$ cat src/core/simd_alu_pkg.sv
// Package: opcodes, condition codes and widths of the packed-data ALU.
// Assumes: used by the ALU top, the lane interface, the checker and the testbench.
`default_nettype none
package simd_alu_pkg;
    // ****************************************************************
    // widths
    // ****************************************************************
    localparam int unsigned WORD_W  = 32;
    localparam int unsigned HALF_W  = 16;
    localparam int unsigned BYTE_W  = 8;
    localparam int unsigned REG_W   = 4;
    localparam int unsigned POS_W   = 4;
    localparam int unsigned HALVES  = 2;
    localparam int unsigned BYTES   = 4;

    // ****************************************************************
    // reset values
    // ****************************************************************
    localparam logic [WORD_W-1:0] RESULT_RESET = 32'h0000_0000;
    localparam logic              SAT_RESET    = 1'b0;

    // ****************************************************************
    // flag positions in the nzcv vector
    // ****************************************************************
    localparam int unsigned FLAG_N = 3;
    localparam int unsigned FLAG_Z = 2;
    localparam int unsigned FLAG_C = 1;
    localparam int unsigned FLAG_V = 0;

    // ****************************************************************
    // operations and condition codes
    // ****************************************************************
    typedef enum logic [1:0] {
        dual_lane_halving_add,
        quad_lane_halving_add,
        dual_signed_clamp,
        dual_unsigned_clamp
    } op_e;

    typedef enum logic [3:0] {
        cond_eq, cond_ne, cond_cs, cond_cc,
        cond_mi, cond_pl, cond_vs, cond_vc,
        cond_hi, cond_ls, cond_ge, cond_lt,
        cond_gt, cond_le, cond_al, cond_nv
    } cond_e;
endpackage : simd_alu_pkg
`default_nettype wire

$ cat src/core/clamp_lane_if.sv
// Interface: one 16-bit lane between the ALU and a clamp lane.
// Assumes: purely combinational, no clock of its own.
`default_nettype none
interface clamp_lane_if;
    logic signed [simd_alu_pkg::HALF_W-1:0] value;
    logic        [simd_alu_pkg::POS_W-1:0]  pos;
    logic                                   unsigned_mode;
    logic        [simd_alu_pkg::HALF_W-1:0] result;
    logic                                   clamped;

    modport requester (output value, output pos, output unsigned_mode,
                       input result, input clamped);
    modport clamper   (input value, input pos, input unsigned_mode,
                       output result, output clamped);
endinterface : clamp_lane_if
`default_nettype wire

$ cat src/core/lane_clamp.sv
// Lane clamp: saturates one signed halfword to a signed or unsigned range.
// Assumes: pos is the raw immediate; signed width is pos+1, unsigned pos.
`default_nettype none
module lane_clamp (
    clamp_lane_if.clamper lane
);
    // ****************************************************************
    // range limits
    // ****************************************************************
    // signed width is pos+1, so its top magnitude is one shifted by pos
    wire logic signed [17:0] one = 18'sh00001;
    wire logic signed [17:0] s_max = (one <<< lane.pos) - one;
    wire logic signed [17:0] s_min = -(one <<< lane.pos);
    wire logic signed [17:0] u_max = (one <<< lane.pos) - one;
    wire logic signed [17:0] u_min = 18'sh00000;
    wire logic signed [17:0] wide  = {{2{lane.value[15]}}, lane.value};
    wire logic signed [17:0] hi    = lane.unsigned_mode ? u_max : s_max;
    wire logic signed [17:0] lo    = lane.unsigned_mode ? u_min : s_min;

    // ****************************************************************
    // clamp
    // ****************************************************************
    wire logic over  = wide > hi;
    wire logic under = wide < lo;
    wire logic signed [17:0] sel = over ? hi : (under ? lo : wide);

    assign lane.result  = sel[15:0];
    assign lane.clamped = over | under;
endmodule : lane_clamp
`default_nettype wire

$ cat src/core/simd_alu.sv
// Packed-data ALU: halving adds on 16/8-bit lanes and dual-lane clamps.
// Assumes: operands come from the register file on the core clock; the
// result is written back one cycle after issue by the caller.
`default_nettype none
module simd_alu (
    input  wire logic                                 clk,
    input  wire logic                                 reset_n,
    input  wire logic                                 issue,
    input  wire simd_alu_pkg::op_e                    op,
    input  wire simd_alu_pkg::cond_e                  cond,
    input  wire logic                                 dest_present,
    input  wire logic [simd_alu_pkg::REG_W-1:0]       dest_index,
    input  wire logic [simd_alu_pkg::REG_W-1:0]       first_operand_register,
    input  wire logic [simd_alu_pkg::WORD_W-1:0]      first_value,
    input  wire logic [simd_alu_pkg::WORD_W-1:0]      second_value,
    input  wire logic [simd_alu_pkg::POS_W-1:0]       sat_pos,
    input  wire logic [3:0]                           nzcv,
    input  wire logic                                 sat_clear,
    output logic                                      write_en,
    output logic [simd_alu_pkg::REG_W-1:0]            write_index,
    output logic [simd_alu_pkg::WORD_W-1:0]           write_data,
    output logic                                      nzcv_write_en,
    output logic                                      sat_flag
);
    // ****************************************************************
    // predicate
    // ****************************************************************
    wire logic n = nzcv[simd_alu_pkg::FLAG_N];
    wire logic z = nzcv[simd_alu_pkg::FLAG_Z];
    wire logic c = nzcv[simd_alu_pkg::FLAG_C];
    wire logic v = nzcv[simd_alu_pkg::FLAG_V];
    logic pass;

    always_comb begin
        case (cond)
            simd_alu_pkg::cond_eq: pass = z;
            simd_alu_pkg::cond_ne: pass = !z;
            simd_alu_pkg::cond_cs: pass = c;
            simd_alu_pkg::cond_cc: pass = !c;
            simd_alu_pkg::cond_mi: pass = n;
            simd_alu_pkg::cond_pl: pass = !n;
            simd_alu_pkg::cond_vs: pass = v;
            simd_alu_pkg::cond_vc: pass = !v;
            simd_alu_pkg::cond_hi: pass = c & !z;
            simd_alu_pkg::cond_ls: pass = !c | z;
            simd_alu_pkg::cond_ge: pass = n == v;
            simd_alu_pkg::cond_lt: pass = n != v;
            simd_alu_pkg::cond_gt: pass = !z & (n == v);
            simd_alu_pkg::cond_le: pass = z | (n != v);
            default:               pass = 1'b1;
        endcase
    end

    wire logic go = issue & pass;

    // ****************************************************************
    // halving adds
    // ****************************************************************
    logic [simd_alu_pkg::WORD_W-1:0] half_add;
    logic [simd_alu_pkg::WORD_W-1:0] byte_add;

    genvar h;
    generate
        for (h = 0; h < simd_alu_pkg::HALVES; h++) begin : g_half
            wire logic [15:0] a = first_value[h*16 +: 16];
            wire logic [15:0] b = second_value[h*16 +: 16];
            wire logic [16:0] s = {a[15], a} + {b[15], b};
            assign half_add[h*16 +: 16] = s[16:1];
        end
        for (h = 0; h < simd_alu_pkg::BYTES; h++) begin : g_byte
            wire logic [7:0] a = first_value[h*8 +: 8];
            wire logic [7:0] b = second_value[h*8 +: 8];
            wire logic [8:0] s = {a[7], a} + {b[7], b};
            assign byte_add[h*8 +: 8] = s[8:1];
        end
    endgenerate

    // ****************************************************************
    // clamps
    // ****************************************************************
    logic [simd_alu_pkg::WORD_W-1:0] clamp_res;
    logic [simd_alu_pkg::HALVES-1:0] lane_hit;
    wire logic unsigned_op = op == simd_alu_pkg::dual_unsigned_clamp;

    generate
        for (h = 0; h < simd_alu_pkg::HALVES; h++) begin : g_clamp
            clamp_lane_if lane_bus ();
            assign lane_bus.value         = second_value[h*16 +: 16];
            assign lane_bus.pos           = sat_pos;
            assign lane_bus.unsigned_mode = unsigned_op;
            assign clamp_res[h*16 +: 16]  = lane_bus.result;
            assign lane_hit[h]            = lane_bus.clamped;
            lane_clamp u_clamp (.lane(lane_bus));
        end
    endgenerate

    // ****************************************************************
    // result select and write-back
    // ****************************************************************
    wire logic is_clamp = (op == simd_alu_pkg::dual_signed_clamp) |
                          unsigned_op;
    wire logic [simd_alu_pkg::WORD_W-1:0] next_write_data =
        (op == simd_alu_pkg::dual_lane_halving_add) ? half_add :
        (op == simd_alu_pkg::quad_lane_halving_add) ? byte_add : clamp_res;
    // destination omitted falls back to the first operand; the caller is
    // trusted not to name the stack pointer or program counter here
    wire logic [simd_alu_pkg::REG_W-1:0] next_write_index =
        dest_present ? dest_index : first_operand_register;
    wire logic sat_hit  = go & is_clamp & (|lane_hit);
    wire logic next_sat = sat_hit | (sat_flag & !sat_clear);

    always_ff @(posedge clk) begin
        if (!reset_n) begin
            write_en    <= 1'b0;
            write_index <= '0;
            write_data  <= simd_alu_pkg::RESULT_RESET;
            sat_flag    <= simd_alu_pkg::SAT_RESET;
        end else begin
            write_en <= go;
            sat_flag <= next_sat;
            if (go) begin
                write_index <= next_write_index;
                write_data  <= next_write_data;
            end
        end
    end

    // no operation of this unit ever writes negative/zero/carry/overflow
    assign nzcv_write_en = 1'b0;
endmodule : simd_alu
`default_nettype wire

$ cat config.mk
export PLATFORM = sky130hd
export DESIGN_NAME = simd_alu
export DESIGN_NICKNAME = d
export VERILOG_FILES = /design/src/core/simd_alu_pkg.sv /design/src/core/clamp_lane_if.sv /design/src/core/lane_clamp.sv /design/src/core/simd_alu.sv
export SDC_FILE = /design/constraint.sdc
export NUM_CORES = 1
export LEC_CHECK = 0
export ABC_AREA = 1
export BUFFER_PORTS_ARGS = -buffer_cell sky130_fd_sc_hd__buf_2
export CORE_ASPECT_RATIO = 1.2
export CORE_MARGIN = 2
export CORE_UTILIZATION = 45
export DETAILED_ROUTE_END_ITERATION = 16
export GPL_ROUTABILITY_DRIVEN = 0
export PLACE_DENSITY_LB_ADDON = 0.08
export SLEW_MARGIN = 5
export SYNTH_ARGS = -nofsm -noshare
export SYNTH_HDL_FRONTEND = slang
export SYNTH_SLANG_ARGS = --single-unit
export TNS_END_PERCENT = 50
$ cat constraint.sdc
create_clock -name clk -period 8.4 [get_ports clk]
set_input_delay 1.68 -clock clk [delete_from_list [all_inputs] [get_ports clk]]
set_output_delay 1.68 -clock clk [all_outputs]
set_load 0.01 [all_outputs]
# After elaboration in Yosys (flattened, before gate mapping)
# Index checks and enable logic that the tools add are counted.
[totals]
ff_bits = 38
out_inout_bits = 39
elab_cells = 64
inputBits = 91
[classes]
n_lt_le_gt_ge = 4
reduce_logical = 8
add_sub_neg = 8
mux = 9
eq_ne = 18
bitwise = 12
shift = 1
[op_table]
columns = ["operator", "n"]
rows = [
  ["2-to-1 mux 16 bit", 4],
  ["2-to-1 mux 32 bit", 2],
  ["adder 8 x 8 -> 9 bit", 4],
  ["> comparator 16 x 18 -> 1 bit", 2],
  ["< comparator 16 x 18 -> 1 bit", 2],
  ["adder 16 x 16 -> 17 bit", 2],
  ["== test 4 bit, second input constant", 6],
  ["2-to-1 mux 18 bit", 1],
  ["negation 18 bit", 1],
  ["<<< shifter 2 x 4 -> 18 bit, first input constant", 1],
  ["subtractor 18 x 2 -> 18 bit, second input constant", 1],
  ["== test 4 x 3 -> 1 bit, second input constant", 4],
  ["one-hot mux 1 bit (14 select lines)", 1],
  ["== test 4 x 2 -> 1 bit, second input constant", 2],
  ["AND 1 bit", 6],
  ["OR 1 bit", 6],
  ["logical NOT 1 bit", 5],
  ["== test 2 bit, second input constant", 2],
  ["== test 4 x 1 -> 1 bit, second input constant", 1],
  ["logical NOT 4 bit", 1],
  ["2-to-1 mux 4 bit", 1],
  ["== test 2 x 1 -> 1 bit, second input constant", 1],
  ["logical NOT 2 bit", 1],
  ["OR reduction 2 bit", 1],
  ["2 further kinds", 2],
]

# Depth between registers and ports, before layout
[logic_depth]
word_depth = 8
depth_mapped = 29
depth_no_buf = 29

# Modules after synthesis
# Synthesis repeated with hierarchy kept, for this count alone.
[unflattened]
cells_unflattened = 1555
hier_area_um2 = 8401.8
[by_module_without_submodules]
columns = ["mod", "instances", "seq_area_each_um2", "area_each_um2", "cells_each"]
rows = [
  ["simd_alu", 1, 760.7, 4469.3, 834],
  ["lane_clamp (g_clamp[0].u_clamp)", 1, 0.0, 1998.2, 362],
  ["lane_clamp (g_clamp[1].u_clamp)", 1, 0.0, 1934.4, 359],
]

# Least setup slack after synthesis
# Ideal clock, no wire load.
[synth_path]
path_type = "input to register"
start = "in sat_pos[0] (netlist name)"
end = "reg write_data[22] (netlist name)"
arrival_time_ps = 4331
path_stages = 22
path_slack_ps = 3935
n_path_buf = 1
t_required_ps = 8266
setup_ps = 134
cell_sequence = "nor2_1 -> nand2_1 -> nor2_1 -> inv_1 -> ha_1 -> nand2_1 -> a21oi_1 -> o21ai_0 -> ha_1 -> nand2_1 -> nor2_1 -> a211oi_1 -> o21ai_0 -> nand2_1 -> nand4_1 -> nand2_2 -> buf_1 -> o21ai_0 -> nand2_1 -> nand3_1 -> nand2_1 -> a21oi_1"
[synth_via]
elab_chain_cells = 8
word_cells_on_any_way = 10
cone_classes = "add/sub: 2; order compare: 2; shift: 1; mux: 5"
[synth_rtl]
columns = ["element", "line", "rtl"]
rows = [
  ["from (decl)", "simd_alu.sv:16", "input wire logic [simd_alu_pkg::POS_W-1:0] sat_pos,"],
  ["<<< shifter 2 x 4 -> 18 bit *", "lane_clamp.sv:12, lane_clamp.sv:13, lane_clamp.sv:14", ""],
  ["negation 18 bit", "lane_clamp.sv:13", "wire logic signed [17:0] s_min = -(one <<< lane.pos);"],
  ["2-to-1 mux 18 bit", "lane_clamp.sv:18", "wire logic signed [17:0] lo = lane.unsigned_mode ? u_min : s_min;"],
  ["< comparator 16 x 18 -> 1 bit", "lane_clamp.sv:24", "wire logic under = wide < lo;"],
  ["2-to-1 mux 16 bit", "lane_clamp.sv:25", "wire logic signed [17:0] sel = over ? hi : (under ? lo : wide);"],
  ["2-to-1 mux 16 bit *", "lane_clamp.sv:25", ""],
  ["2-to-1 mux 32 bit *", "simd_alu.sv:104", "(op == simd_alu_pkg::quad_lane_halving_add) ? byte_add : clamp_res;"],
  ["2-to-1 mux 32 bit *", "simd_alu.sv:103", "(op == simd_alu_pkg::dual_lane_halving_add) ? half_add :"],
  ["to (signal assigned)", "simd_alu.sv:116", "write_data <= simd_alu_pkg::RESULT_RESET;"],
  ["to (signal assigned)", "simd_alu.sv:123", "write_data <= next_write_data;"],
  ["to (decl)", "simd_alu.sv:21", "output logic [simd_alu_pkg::WORD_W-1:0] write_data,"],
]
# Mark *: on every way between the ends. The rest lies on a longest branch, timed or not.
# A chain may end at the register's enable or synchronous reset.

# Final worst setup path
[layout_path]
start = "in sat_pos[0] (netlist name)"
end = "reg write_data[15] (netlist name)"
# The elaborated chain is that of the path after synthesis.

==> results.toml <==
[synth]
syn_inst = 1066
synth_top_area_cell = "ha_1"
ys.flop_type = "dfxtp_1"
ys_seq_elements = 38
ys_warn_count = 0
synth_edf_count = 0
yosysUniqueCellTypes = 49
synth_top_area_share_pct = 18.6
synth_seq_area_share_pct = 11.8
synth.avg_cell_area_um2 = 6.06
synth_area_mm2 = 0.00646
synth-async-reset-ratio_pct = 0
yosys-top-cells-area = "ha_1 19%, nand2_1 15%, dfxtp_1 12%"

[grt]
grt_pass1_wl_mm = 34.0
grt_max_degree = 44
grt_pass1_vias = 6581
grt_usage_pct = 27.9
antenna_found_initial = 0
grt_overflow = 0

[critical_path]
critical_path.max_fanout = 24
r2r-start = "write_data[30]"
worstSetupEndpoint = "write_data[15]"
reg2reg_slack_ns = 7.64
crit_required_ns = 8.61
crit_type = "primary input to flip-flop"
cp_data_arrival_time_ns = 5.82
crit_start = "sat_pos[0]"
endpoint_kind = "flip-flop"
reg2reg_to = "write_data[30]"
reg2reg_depth = 4
start_kind = "primary input"

[sta]
hold_viol = 0
period_share_pct = 66.7
fin_tns_setup_ns = 0
whs_ns = 0.463
slew_viol_final = 0
slew_headroom_pct = 42.3
min_period_ns = 5.60
rsz0062_at_grt = "no"
fin_skew_ns = 0
setup_viol = 0
max_freq_ghz = 0.178
worst_slew_pin_slew_ns = 0.864

[clocking]
clock-sinks = 38
clkSlewWorstSetupHoldPaths_ns = 0.06
cts_tree = "yes"
cts_root_buf = "clkbuf_16"
ctsHtreeMaxLevel = 2
postCtsSetupBuffers = 0
clk_latency_ns = 0.28
hold_buffers = 0
ctsResizeCount = 0
cts_max_path_buffers = 2
cts_buffers = 5

[drt]
topRoutingLayerUsed = "met4"
drt-pass1-iter-count = 5
avgRoutedWirePerCell_um = 16.2
vias = 7315
detail_route.vias_per_cell = 5.44
drt_iter0_markers = 491
drc = 0
met2_length_mm = 9.57
antenna_left = 0
totalWireLength_mm = 21.8
m1WireLength_mm = 10.1
wl_met3_mm = 1.45

[place]
io_buffers = 128
dp_hpwl_mm = 17.7

[final_layout]
antenna_cells = 0
finalNetCount = 1364
layout-drive-gt1-share_pct = 14.8
syn2layout_area_growth_pct = 13.6

[floorplanning]
rows = 47
die_area_mm2 = 0.0153
fp.dieW_um = 113
core-area_mm2 = 0.0139
fp.dieH_um = 135
num_io_pins = 130
start_util_pct = 46.4

[run]
cap_viol_max_count = 0

[status]
outcome = "finished clean"

[power]
p_leak_nw = 3.93
cellPowerDensity_mw_per_mm2 = 127
ir_drop_v = 0.0000790

[min_path]
min-delay-path-class = "flip-flop to flip-flop"
## worst min path at each step
stage	endpoint	slack (ns)	from	cells after the start
2_1_floorplan	sat_flag	0.49	sat_flag	2
3_3_place_gp	write_data[4]	0.45	write_data[4]	2
3_5_place_dp	sat_flag	0.45	sat_flag	2
4_1_cts	sat_flag	0.46	sat_flag	2
5_1_grt	sat_flag	0.48	sat_flag	2
6_report	sat_flag	0.46	sat_flag	2
## cells by family (layout without fill, tap and decap cells)
group | count (synthesis) | after routing | synth area share (%)
AO/OA/AOI/OAI | 284 | 284 | 24.4
flip-flops | 38 | 38 | 11.8
other | 2 | 3 | 0.116
AND/OR/NAND/NOR | 448 | 448 | 29.7
adder cells (fa/ha/maj) | 102 | 102 | 20.2
buffers and inverters | 167 | 274 | 10.5
XOR/XNOR | 25 | 25 | 3.39
## flip-flops by register name, summed over array words and instances, names as in the netlist
register	flops
sat_flag	1
write_en	1
write_index	4
write_data	32
## power breakdown
| part | switching (mW) | internal (mW) |
|---|---|---|
| Clock | 0.0759 | 0.140 |
| Sequential | 0.00894 | 0.199 |
| Combinational | 0.329 | 0.176 |
| Total | 0.414 | 0.515 |
## critical path, cell delays in order
cell	delay, ns
buf_2	0.14
nor2_1	0.18
nand2_1	0.10
nor2_1	0.16
inv_1	0.17
ha_1	0.24
nand2_1	0.11
a21oi_1	0.08
inv_1	0.14
nor2_1	0.05
nor2_1	0.28
inv_1	0.13
ha_1	0.29
nand2_1	0.04
inv_1	0.06
nand3_1	0.06
nor2_1	0.14
nand3_1	0.12
nand3_1	0.10
nand2_1	0.06
nand2_2	0.32
clkinv_1	0.40
o21ai_0	0.24
o21ai_0	0.11
o21ai_1	0.20
nand2_1	0.07
a21oi_1	0.14
## per-stage QoR
| step | util [%] | area, µm² | instances | setup slack, ns | power [mW] |
|---|---|---|---|---|---|
| 4_1_cts | 52.7 | 7340 | 1345 | 2.86 | 0.927 |
| 5_1_grt | 52.7 | 7340 | 1345 | 2.31 | 1.01 |
| 3_3_place_gp | 51.5 | 7170 | 1337 | 2.65 | 0.709 |
| 3_5_place_dp | 51.5 | 7170 | 1337 | 2.58 | 0.709 |
| 2_1_floorplan | - | 6460 | 1067 | 3.93 | 0.567 |
| 6_report | 52.7 | 7340 | 1345 | 2.80 | 0.929 |
## layout make-up
type	instances	area, µm²
Sequential cell	38	761
Clock inverter	2	37.5
Timing Repair Buffer	131	663
Tap cell	171	214
Clock buffer	6	129
Fill cell	1492	6600
Inverter	135	509
Multi-Input combinational cell	862	5030
## cells in the mapped netlist, drive strengths merged (5+ instances only)
master,number
a31oi,5
ha,96
xor2,16
a211oi,9
nand3,62
xnor2,9
inv,132
nand2,265
o21ai,107
dfxtp,38
nor2,95
nand4,17
a21oi,127
o211ai,13
clkbuf,19
o21a,8
buf,13
## layer usage
layer | vias up | global-route usage [%]
met5 | - | 0
met4 | 0 | 9.89
met3 | 43 | 2.10
met2 | 262 | 45.0
met1 | 3207 | 39.1
li1 | 3803 | -
## cells in the final DEF, fill, tap and decap left out, drive strengths merged
| cell | netlist | layout |
|---|---|---|
| o2111ai | 1 | 1 |
| xor2 | 16 | 16 |
| fa | 4 | 4 |
| a31oi | 5 | 5 |
| nor2 | 95 | 95 |
| o21ai | 107 | 107 |
| ha | 96 | 96 |
| o221ai | 2 | 2 |
| inv | 132 | 132 |
| o21a | 8 | 8 |
| nor3 | 4 | 4 |
| o22ai | 1 | 1 |
| nand4 | 17 | 17 |
| bufinv | 0 | 1 |
| clkbuf | 19 | 6 |
| a21oi | 127 | 127 |
| or2 | 2 | 2 |
| maj3 | 2 | 2 |
| clkinvlp | 0 | 1 |
| nor3b | 2 | 2 |
| o211ai | 13 | 13 |
| buf | 13 | 131 |
| conb | 2 | 3 |
| a221oi | 1 | 1 |
| a21o | 4 | 4 |
| xnor2 | 9 | 9 |
| nand3 | 62 | 62 |
| dfxtp | 38 | 38 |
| a31o | 1 | 1 |
| o21bai | 1 | 1 |
| a211oi | 9 | 9 |
| o31ai | 4 | 4 |
| nand2 | 265 | 265 |
| and3 | 1 | 1 |
| clkinv | 3 | 3 |
No activity file was read; power rests on OpenSTA's default activity.
